<file path="src/common/tprs_defines.svh">
// constants of the tape power restart sequencer
`ifndef TPRS_DEFINES_SVH
`define TPRS_DEFINES_SVH

// ********************************************************
// timing
// ********************************************************
`define TPRS_CLK_HZ            50000000
`define TPRS_SEQ_PERIOD_MS     500
`define TPRS_SEARCH_TIMEOUT_MS 6000
`define TPRS_SEARCH_TICKS      (`TPRS_SEARCH_TIMEOUT_MS / `TPRS_SEQ_PERIOD_MS)
`define TPRS_DIV_W             25
`define TPRS_TMR_W             4

// ********************************************************
// register map
// ********************************************************
`define TPRS_ADDR_W        8
`define TPRS_ADDR_CTRL     8'h00
`define TPRS_ADDR_STATUS   8'h04
`define TPRS_CTRL_RESET    4'h0
`define TPRS_RESP_OKAY     2'h0
`define TPRS_RESP_SLVERR   2'h2

`endif

</file>
<file path="src/common/tprs_pkg.sv">
// types of the tape power restart sequencer
package tprs_pkg;

  typedef enum logic [15:0] {
    st_0 = 16'h0001,
    st_1 = 16'h0002,
    st_2 = 16'h0004,
    st_3 = 16'h0008,
    st_4 = 16'h0010,
    st_5 = 16'h0020,
    st_6 = 16'h0040,
    st_7 = 16'h0080,
    st_8 = 16'h0100,
    st_9 = 16'h0200,
    st_a = 16'h0400,
    st_b = 16'h0800,
    st_c = 16'h1000,
    st_d = 16'h2000,
    st_e = 16'h4000,
    st_f = 16'h8000
  } tprs_state_e;

  // option straps, software controlled
  typedef struct packed {
    logic remote_load_online;
    logic power_restart;
    logic fast_motion_option;
    logic online_lock;
  } tprs_ctrl_s;

  // interface and deck pins, all asynchronous to aclk
  typedef struct packed {
    logic select;
    logic fast_fwd;
    logic fast_rev;
    logic offline_permit;
    logic remote_load_online_n;
    logic master_clear;
    logic power_good;
    logic broken_sensor;
    logic tape_start_marker;
    logic past_tape_start;
    logic past_tape_end;
    logic panel_online;
    logic panel_offline;
  } tprs_link_in_s;

  typedef struct packed {
    logic broken_tape;
    logic servo_disable;
    logic write_inhibit;
    logic online;
    logic loaded;
    logic run_normal;
    logic rewind;
    logic run_fast_fwd;
    logic run_fast_rev;
    logic run_sync_fwd;
    logic restart_enable;
  } tprs_link_out_s;

endpackage : tprs_pkg

</file>
<file path="src/logic/tprs_tick_div.sv">
// sequencing clock divider: one-cycle tick every CYCLES clocks
`timescale 1ns/1ns
`include "tprs_defines.svh"
module tprs_tick_div
#(
  parameter int unsigned CYCLES = 1
)
(
  input  wire logic aclk,
  input  wire logic aresetn,
  output logic      tick
);

  localparam logic [`TPRS_DIV_W-1:0] LAST = `TPRS_DIV_W'(CYCLES - 1);

  logic [`TPRS_DIV_W-1:0] cnt_ff;
  logic                   tick_ff;

  always_ff @(posedge aclk)
  begin
    if (!aresetn)
    begin
      cnt_ff  <= '0;
      tick_ff <= 1'b0;
    end
    else
    begin
      tick_ff <= (cnt_ff == LAST);
      cnt_ff  <= (cnt_ff == LAST) ? '0 : cnt_ff + 1'b1;
    end
  end

  assign tick = tick_ff;

endmodule : tprs_tick_div

</file>
<file path="src/logic/tprs_top.sv">
// tape power restart sequencer with lock, fast motion and register slave
// Contract
// - lock ignores panel offline without controller permit
// - lock not qualified by select
// - fast commands only when online and selected
// - fast reverse only beyond start marker
// - fast forward only between the markers
// - past end marker, fast forward runs synchronous
// - power loss: offline, broken tape, servos off
// - recovery: reload and online only if armed
// - restart armed online, disarmed going offline
// - remote load only after unloaded power dip
// - remote load not qualified by select
// - load searches start marker, rewinds on timeout
// - states 0,1 broken tape; 2,3 silent
// - state 4 jumps F on remote load
// - 8-9 load, A-B on tape, C-D online
// - sequencing tick period 0.5 second
//
// The AXI4-Lite interface to the registers and the address map were decided locally.
`timescale 1ns/1ns
`include "tprs_defines.svh"
module tprs_top
  import tprs_pkg::*;
#(
  parameter int unsigned SEQ_PERIOD_CYCLES = `TPRS_CLK_HZ / 1000 * `TPRS_SEQ_PERIOD_MS
)
(
  input  wire logic                    aclk,
  input  wire logic                    aresetn,
  input  wire logic [`TPRS_ADDR_W-1:0] s_axi_awaddr,
  input  wire logic                    s_axi_awvalid,
  output logic                         s_axi_awready,
  input  wire logic [31:0]             s_axi_wdata,
  input  wire logic [3:0]              s_axi_wstrb,
  input  wire logic                    s_axi_wvalid,
  output logic                         s_axi_wready,
  output logic [1:0]                   s_axi_bresp,
  output logic                         s_axi_bvalid,
  input  wire logic                    s_axi_bready,
  input  wire logic [`TPRS_ADDR_W-1:0] s_axi_araddr,
  input  wire logic                    s_axi_arvalid,
  output logic                         s_axi_arready,
  output logic [31:0]                  s_axi_rdata,
  output logic [1:0]                   s_axi_rresp,
  output logic                         s_axi_rvalid,
  input  wire logic                    s_axi_rready,
  input  wire tprs_link_in_s           link_in,
  output tprs_link_out_s               link_out
);

  // ********************************************************
  // pin synchronisers and edges
  // ********************************************************
  tprs_link_in_s link_meta_ff;
  tprs_link_in_s link_sync_ff;
  tprs_link_in_s link_prev_ff;
  logic          pf_prev_ff;

  always_ff @(posedge aclk)
  begin
    if (!aresetn)
    begin
      link_meta_ff <= '0;
      link_sync_ff <= '0;
      link_prev_ff <= '0;
      pf_prev_ff   <= 1'b1;
    end
    else
    begin
      link_meta_ff <= link_in;
      link_sync_ff <= link_meta_ff;
      link_prev_ff <= link_sync_ff;
      pf_prev_ff   <= !link_sync_ff.power_good;
    end
  end

  tprs_ctrl_s  ctrl_ff;
  logic        tick;
  logic        power_fail;
  logic        fail_edge;
  logic        on_req;
  logic        off_req;
  logic        lock_hold;
  logic        mclr;
  logic        lol_req;

  assign power_fail = !link_sync_ff.power_good;
  assign fail_edge  = power_fail && !pf_prev_ff;
  assign on_req     = link_sync_ff.panel_online && !link_prev_ff.panel_online;
  assign off_req    = link_sync_ff.panel_offline && !link_prev_ff.panel_offline;
  // select deliberately absent from both terms below
  assign lock_hold  = ctrl_ff.online_lock && !link_sync_ff.offline_permit;
  assign mclr       = link_sync_ff.master_clear || power_fail;

  tprs_tick_div #(
    .CYCLES (SEQ_PERIOD_CYCLES)
  ) u_tick_div (
    .aclk    (aclk),
    .aresetn (aresetn),
    .tick    (tick)
  );

  // ********************************************************
  // restart sequencer
  // ********************************************************
  function automatic logic in_pair(tprs_state_e s, tprs_state_e a, tprs_state_e b);
    in_pair = (s == a) || (s == b);
  endfunction : in_pair

  tprs_state_e state_ff;
  tprs_state_e nxt_state;
  logic        armed_ff;
  logic        lol_ok_ff;
  logic        broken_w;
  logic        brk;

  assign brk     = power_fail || link_sync_ff.broken_sensor;
  // a 500 ms low pulse always spans one tick
  assign lol_req = lol_ok_ff && !link_sync_ff.remote_load_online_n;

  always_comb
  begin
    nxt_state = state_ff;
    if (tick)
    begin
      case (state_ff)
        st_0:    nxt_state = mclr ? st_0 : st_1;
        st_1:    nxt_state = mclr ? st_0 : st_2;
        st_2:    nxt_state = mclr ? st_0 : st_3;
        st_3:    nxt_state = mclr ? st_0 : st_4;
        // with neither cause it waits here: recovery does nothing
        st_4:    nxt_state = mclr ? st_0 : lol_req ? st_f : armed_ff ? st_5 : st_4;
        st_5:    nxt_state = mclr ? st_0 : st_6;
        st_6:    nxt_state = mclr ? st_0 : st_7;
        st_7:    nxt_state = mclr ? st_0 : st_8;
        st_8:    nxt_state = mclr ? st_0 : st_9;
        st_9:    nxt_state = mclr ? st_0 : st_a;
        st_a:    nxt_state = mclr ? st_0 : st_b;
        st_b:    nxt_state = mclr ? st_0 : st_c;
        st_c:    nxt_state = mclr ? st_0 : st_d;
        st_d:    nxt_state = mclr ? st_0 : st_e;
        st_e:    nxt_state = mclr ? st_0 : st_e;
        st_f:    nxt_state = brk ? st_0 : st_f;
        default: nxt_state = st_0;
      endcase
    end
  end

  always_ff @(posedge aclk)
  begin
    if (!aresetn)
      state_ff <= st_0;
    else
      state_ff <= nxt_state;
  end

  logic load_set_w;
  logic on_tape_set_w;
  logic online_set_w;
  logic enable_w;

  assign broken_w      = power_fail || in_pair(state_ff, st_0, st_1);
  assign load_set_w    = in_pair(state_ff, st_8, st_9);
  assign on_tape_set_w = in_pair(state_ff, st_a, st_b);
  assign online_set_w  = in_pair(state_ff, st_c, st_d);
  assign enable_w      = in_pair(state_ff, st_e, st_f);

  // ********************************************************
  // load, search for start marker, timeout rewind
  // ********************************************************
  logic                   loaded_ff;
  logic                   on_tape_ff;
  logic                   search_ff;
  logic                   rewind_ff;
  logic [`TPRS_TMR_W-1:0] tmr_ff;

  always_ff @(posedge aclk)
  begin
    if (!aresetn || broken_w)
    begin
      loaded_ff  <= 1'b0;
      on_tape_ff <= 1'b0;
      search_ff  <= 1'b0;
      rewind_ff  <= 1'b0;
      tmr_ff     <= '0;
    end
    else
    begin
      if (load_set_w)
        loaded_ff <= 1'b1;
      if (on_tape_set_w && loaded_ff && !on_tape_ff && !search_ff && !rewind_ff)
      begin
        search_ff <= 1'b1;
        tmr_ff    <= '0;
      end
      if (search_ff)
      begin
        if (link_sync_ff.tape_start_marker)
        begin
          search_ff  <= 1'b0;
          on_tape_ff <= 1'b1;
        end
        else if (tick && tmr_ff == `TPRS_TMR_W'(`TPRS_SEARCH_TICKS - 1))
        begin
          search_ff <= 1'b0;
          rewind_ff <= 1'b1;
        end
        else if (tick)
          tmr_ff <= tmr_ff + 1'b1;
      end
      if (rewind_ff && link_sync_ff.tape_start_marker)
      begin
        rewind_ff  <= 1'b0;
        on_tape_ff <= 1'b1;
      end
    end
  end

  // ********************************************************
  // on line, arming, remote load qualification
  // ********************************************************
  logic online_ff;
  logic online_pend_ff;
  logic go_online;
  logic panel_drop;

  assign panel_drop = online_ff && off_req && !lock_hold;
  // no on-tape option here: the panel may put a deck on line unloaded
  assign go_online  = !online_ff && !broken_w
                      && (on_req || (online_pend_ff && on_tape_ff));

  always_ff @(posedge aclk)
  begin
    if (!aresetn || power_fail)
      online_ff <= 1'b0;
    else if (panel_drop)
      online_ff <= 1'b0;
    else if (go_online)
      online_ff <= 1'b1;
  end

  always_ff @(posedge aclk)
  begin
    if (!aresetn || broken_w || go_online)
      online_pend_ff <= 1'b0;
    else if (online_set_w)
      online_pend_ff <= 1'b1;
  end

  // a forced drop on power loss keeps it armed
  always_ff @(posedge aclk)
  begin
    if (!aresetn || !ctrl_ff.power_restart || panel_drop)
      armed_ff <= 1'b0;
    else if (go_online)
      armed_ff <= 1'b1;
  end

  always_ff @(posedge aclk)
  begin
    if (!aresetn || !ctrl_ff.remote_load_online)
      lol_ok_ff <= 1'b0;
    else if (fail_edge && !loaded_ff)
      lol_ok_ff <= 1'b1;
    else if (state_ff == st_f)
      lol_ok_ff <= 1'b0;
  end

  // ********************************************************
  // deck outputs
  // ********************************************************
  logic           fast_ok;
  tprs_link_out_s nxt_out;
  tprs_link_out_s out_ff;

  assign fast_ok = ctrl_ff.fast_motion_option && online_ff && link_sync_ff.select;

  always_comb
  begin
    nxt_out                = '0;
    nxt_out.broken_tape    = broken_w;
    nxt_out.servo_disable  = broken_w;
    nxt_out.write_inhibit  = broken_w;
    nxt_out.online         = online_ff;
    nxt_out.loaded         = loaded_ff;
    nxt_out.run_normal     = search_ff;
    nxt_out.rewind         = rewind_ff;
    nxt_out.restart_enable = enable_w;
    nxt_out.run_fast_rev   = fast_ok && link_sync_ff.fast_rev
                             && link_sync_ff.past_tape_start;
    nxt_out.run_fast_fwd   = fast_ok && link_sync_ff.fast_fwd && !link_sync_ff.past_tape_end
                             && (link_sync_ff.tape_start_marker
                                 || link_sync_ff.past_tape_start);
    nxt_out.run_sync_fwd   = fast_ok && link_sync_ff.fast_fwd
                             && link_sync_ff.past_tape_end;
  end

  always_ff @(posedge aclk)
  begin
    if (!aresetn)
      out_ff <= '0;
    else
      out_ff <= nxt_out;
  end

  assign link_out = out_ff;

  // ********************************************************
  // register slave
  // ********************************************************
  logic                    aw_got_ff;
  logic                    w_got_ff;
  logic [`TPRS_ADDR_W-1:0] awaddr_ff;
  logic [31:0]             wdata_ff;
  logic                    wlane0_ff;
  logic                    bvalid_ff;
  logic [1:0]              bresp_ff;
  logic                    rvalid_ff;
  logic [1:0]              rresp_ff;
  logic [31:0]             rdata_ff;
  logic                    wr_fire;

  assign s_axi_awready = !aw_got_ff && !bvalid_ff;
  assign s_axi_wready  = !w_got_ff && !bvalid_ff;
  assign s_axi_arready = !rvalid_ff;
  assign wr_fire       = aw_got_ff && w_got_ff && !bvalid_ff;

  always_ff @(posedge aclk)
  begin
    if (!aresetn)
    begin
      aw_got_ff <= 1'b0;
      w_got_ff  <= 1'b0;
      awaddr_ff <= '0;
      wdata_ff  <= '0;
      wlane0_ff <= 1'b0;
      bvalid_ff <= 1'b0;
      bresp_ff  <= `TPRS_RESP_OKAY;
    end
    else
    begin
      if (s_axi_awvalid && s_axi_awready)
      begin
        aw_got_ff <= 1'b1;
        awaddr_ff <= s_axi_awaddr;
      end
      if (s_axi_wvalid && s_axi_wready)
      begin
        w_got_ff  <= 1'b1;
        wdata_ff  <= s_axi_wdata;
        wlane0_ff <= s_axi_wstrb[0];
      end
      if (wr_fire)
      begin
        aw_got_ff <= 1'b0;
        w_got_ff  <= 1'b0;
        bvalid_ff <= 1'b1;
        bresp_ff  <= (awaddr_ff == `TPRS_ADDR_CTRL || awaddr_ff == `TPRS_ADDR_STATUS)
                     ? `TPRS_RESP_OKAY : `TPRS_RESP_SLVERR;
      end
      else if (bvalid_ff && s_axi_bready)
        bvalid_ff <= 1'b0;
    end
  end

  // all option bits live in byte lane 0
  always_ff @(posedge aclk)
  begin
    if (!aresetn)
      ctrl_ff <= `TPRS_CTRL_RESET;
    else if (wr_fire && wlane0_ff && awaddr_ff == `TPRS_ADDR_CTRL)
      ctrl_ff <= wdata_ff[$bits(tprs_ctrl_s)-1:0];
  end

  always_ff @(posedge aclk)
  begin
    if (!aresetn)
    begin
      rvalid_ff <= 1'b0;
      rresp_ff  <= `TPRS_RESP_OKAY;
      rdata_ff  <= '0;
    end
    else if (s_axi_arvalid && s_axi_arready)
    begin
      rvalid_ff <= 1'b1;
      rresp_ff  <= `TPRS_RESP_OKAY;
      if (s_axi_araddr == `TPRS_ADDR_CTRL)
        rdata_ff <= 32'(ctrl_ff);
      else if (s_axi_araddr == `TPRS_ADDR_STATUS)
        rdata_ff <= 32'({lol_ok_ff, rewind_ff, search_ff, broken_w, on_tape_ff,
                         loaded_ff, armed_ff, online_ff, state_ff});
      else
      begin
        rdata_ff <= '0;
        rresp_ff <= `TPRS_RESP_SLVERR;
      end
    end
    else if (rvalid_ff && s_axi_rready)
      rvalid_ff <= 1'b0;
  end

  assign s_axi_bvalid = bvalid_ff;
  assign s_axi_bresp  = bresp_ff;
  assign s_axi_rvalid = rvalid_ff;
  assign s_axi_rresp  = rresp_ff;
  assign s_axi_rdata  = rdata_ff;
endmodule : tprs_top

</file>
<file path="config.mk">
export PLATFORM = sky130hd
export DESIGN_NAME = tprs_top
export DESIGN_NICKNAME = d
export VERILOG_FILES = /design/src/common/tprs_pkg.sv /design/src/logic/tprs_tick_div.sv /design/src/logic/tprs_top.sv
export VERILOG_INCLUDE_DIRS = /design/src /design/src/common
export SDC_FILE = /design/constraint.sdc
export NUM_CORES = 1
export LEC_CHECK = 0
export ABC_CLOCK_PERIOD_IN_PS = 2600
export BUFFER_PORTS_ARGS = -buffer_cell sky130_fd_sc_hd__buf_2
export CORE_ASPECT_RATIO = 0.5
export CORE_MARGIN = 1
export CORE_UTILIZATION = 50
export DETAILED_ROUTE_END_ITERATION = 8
export GPL_ROUTABILITY_DRIVEN = 0
export PLACE_DENSITY = 0.8
export SYNTH_ARGS = -nofsm -noshare
export SYNTH_HDL_FRONTEND = slang
export SYNTH_SLANG_ARGS = --single-unit
</file>
<file path="constraint.sdc">
create_clock -name aclk -period 2.6 [get_ports aclk]
set_clock_uncertainty 0.05 [all_clocks]
set_input_delay 0.39 -clock aclk [delete_from_list [all_inputs] [get_ports aclk]]
set_output_delay 0.39 -clock aclk [all_outputs]
set_load 0.1 [all_outputs]
</file>
==> run_results.csv <==
group,metric,value,unit
worst_hold_path,hold_start,"link_in[2]",
detailed_routing,drt-initial-drc-count,230,
worst_setup_path,slowest_stage,"nor4_4",
global_route,grt_pass1_wl,18900,um
floorplan,die_area,11300,um2
finish,final_common_cell,"dfxtp_1",
synth,ys.flop_type,"dfxtp_1",
job,maxCapViolations,0,
worst_setup_path,crit_cells,5,
detailed_routing,drt_pass1_iterations,5,
global_route,grt_util_all_layers,21.8,%
global_route,grt_antenna_before_repair,0,
worst_setup_path,start_kind,"register",
worst_hold_path,hold_depth,2,
synth,netlist_area,5440,um2
clock_network,postCtsResizedCells,0,
detailed_routing,drc,0,
finish,utilization,63.0,%
worst_setup_path,r2r_slack,480,ps
clock_network,cts_buffers,17,
finish,diodes,0,
clock_network,cts_tree,"yes",
pwr,p_leak,2.70,nW
floorplan,core,10400,um2
synth,synth_edf_count,0,
floorplan,boundaryPins,124,
floorplan,fp-row-count,26,
status,status,"completed",
place,portBuffers,82,
finish,layout_common_cells,"139 x dfxtp_1, 89 x nor2_1, 82 x buf_2",
synth,yosysSeqAreaShare,51.2,%
worst_setup_path,rr_endpoint,"state_ff[8]",
finish,fillers,853,
place,dp_hpwl,7690,um
synth,syn_area_per_cell,9.20,um2
timing,min_period_over_period,81.5,%
worst_setup_path,reg2regPathDepth,5,
worst_setup_path,required,2900,ps
detailed_routing,wl_per_cell,14.0,um
finish,area_growth,20.3,%
synth,synth_cell_type_count,52,
timing,hold_viol,0,
floorplan,die_h,75.7,um
timing,maxSlewHeadroom,53.8,%
worst_hold_path,hp-class,"input pin to register",
timing,finalCriticalPeriod,2120,ps
detailed_routing,via_count,4392,
clock_network,worstSkewPairLatency,420,ps
detailed_routing,vias_per_cell,5.35,
worst_setup_path,crit_chain,"nor4_4, nand3_2, or4_1, or3b_1, a21oi_1",
pwr,ir_drop,0.477,mV
global_route,gr-total-overflow,0,
synth,async_flop_share,0,%
worst_setup_path,end_kind,"register",
timing,slew_viol_final,0,
floorplan,die_w,149,um
global_route,grt_max_degree,39,
worst_setup_path,crit_fanout,9,
global_route,first_global_vias,4080,
timing,fmax,0.472,GHz
worst_setup_path,cpLargestDelayFamily,"simple AND/OR/NAND/NOR gates",
clock_network,cts.sinks,139,
pwr,power_per_cell_area,774,nW/um2
finish,num-nets-final,742,
timing,tightest_slew,692,ps
worst_setup_path,crit_path_max_incr_delay,450,ps
worst_setup_path,crit_type,"register to register",
clock_network,clock-root-buffer,"clkbuf_16",
synth,synth_seq_cells,139,
clock_network,clkSlewWorstSetupHoldPaths,50,ps
timing,timing.setup.tns,0,ps
detailed_routing,antenna_left,0,
worst_setup_path,rr_startpoint,"state_ff[12]",
worst_setup_path,crit_buf_inv,0,
finish,drive_gt1_share,20.7,%
worst_hold_path,worst_hold_path.endpoint,"link_meta_ff[2]",
timing,rsz0062_at_grt,"false",
synth,ys_warn_count,0,
detailed_routing,finalWirelength,11500,um
synth,syn-instance-count,591,
clock_network,cts_setup_buffers,0,
timing,setup_viol,0,
worst_setup_path,crit_arrival,2420,ps
floorplan,start_util,52.4,%
clock_network,ctsHtreeMaxLevel,4,
clock_network,holdBufCountCts,0,
clock_network,cts_buffer_depth,2,
==> metrics by stage <==
stage                     cells  setup slack [ps]  hold slack, ps  area (um2)  power [mW]
after floorplan             600              18.8             341        5480        2.51
after detailed placement    789               472             357        5910        2.57
after global routing        821               251             116        6540        5.21
after global placement      789               556             346        5910        2.56
final                       821               481             122        6540        5.06
after CTS                   821               479             113        6540        5.09
==> worst reg2reg max path: stages, from the launching register on <==
cell and delay, ps:
dfxtp_1 430, nor4_4 450, nand3_2 140, or4_1 430, or3b_1 390, a21oi_1 160
==> cell usage after synthesis, types with 2 or more instances <==
library cell	number	area (um2)
a21oi_1	29	145
clkbuf_1	23	86.3
nand2b_1	5	31.3
nand2_1	43	161
or3_1	5	31.3
nor4_4	2	42.5
mux2_2	4	45.0
o21ai_0	3	15.0
a22oi_1	28	210
o32ai_1	2	17.5
and2_1	36	225
nor2_1	91	342
nand4_1	13	81.3
nand3b_1	6	45.0
a32oi_1	3	26.3
nor4b_1	8	70.1
or4_1	5	37.5
nand3_1	17	85.1
inv_1	8	30.0
nor4_1	6	37.5
or3b_1	2	17.5
nor4_2	2	25.0
xnor2_1	10	87.6
buf_6	2	22.5
mux2i_1	10	100
nor2b_1	3	18.8
buf_2	7	35.0
ha_1	2	25.0
or2_2	2	12.5
xor2_1	19	166
nor3_1	14	70.1
buf_4	12	90.1
and3_1	10	62.6
dfxtp_1	139	2780
o2111a_1	2	22.5
and4_1	2	17.5
==> flip-flops by register name, summed over array words and instances (netlist names), 8 cells and up <==
signal and flops:
u_tick_div.cnt_ff 25, s_axi_rdata 24, state_ff 16, link_meta_ff 13
link_sync_ff 13, link_out 9, awaddr_ff 8
==> cell families (layout without fill, tap and decap cells) <==
logic type	Yosys count	after routing	synth area share (%)
buffers and inverters	54	135	4.99
DFF	139	139	51.2
xor gates and xnor gates	29	29	4.67
AOI/OAI and AO/OA	74	74	9.02
adders and majority gates	2	2	0.460
other	1	10	0.0690
muxes	14	14	2.67
and+or+nand+nor	278	278	26.9
==> power breakdown <==
part	total (mW)	internal, mW	switching (mW)
sequential	2.20	2.18	0.0262
combinational	0.320	0.0770	0.243
clock	2.54	1.65	0.891
==> layout make-up <==
| type | count | area [um2] | area share, % |
|---|---|---|---|
| flip-flops and latches | 139 | 2780 | 42.5 |
| multi-input cells | 407 | 2420 | 37.0 |
| repair buffers | 94 | 500 | 7.65 |
| clock buffers | 20 | 457 | 6.98 |
| well taps | 140 | 175 | 2.68 |
| clock inverters | 12 | 170 | 2.60 |
| inverters | 9 | 33.8 | 0.517 |
==> layer usage <==
metal | vias to the layer above | routed length [um] | GRT usage [%]
li1 | 2175 | - | -
met4 | 0 | 190 | 9.64
met3 | 18 | 572 | 5.27
met1 | 2076 | 5430 | 27.8
met2 | 123 | 5310 | 35.9
met5 | - | 0 | 0
==> worst max-delay path by stage <==
stage	from	to
final	state_ff[12]	state_ff[8]
after global placement	s_axi_araddr[1]	s_axi_rdata[20]
after CTS	state_ff[12]	state_ff[8]
after global routing	state_ff[4]	tmr_ff[2]
after detailed placement	s_axi_araddr[1]	s_axi_rdata[21]
after floorplan	s_axi_bvalid	wdata_ff[0]
Note: power is estimated with default switching activity, not from simulation.
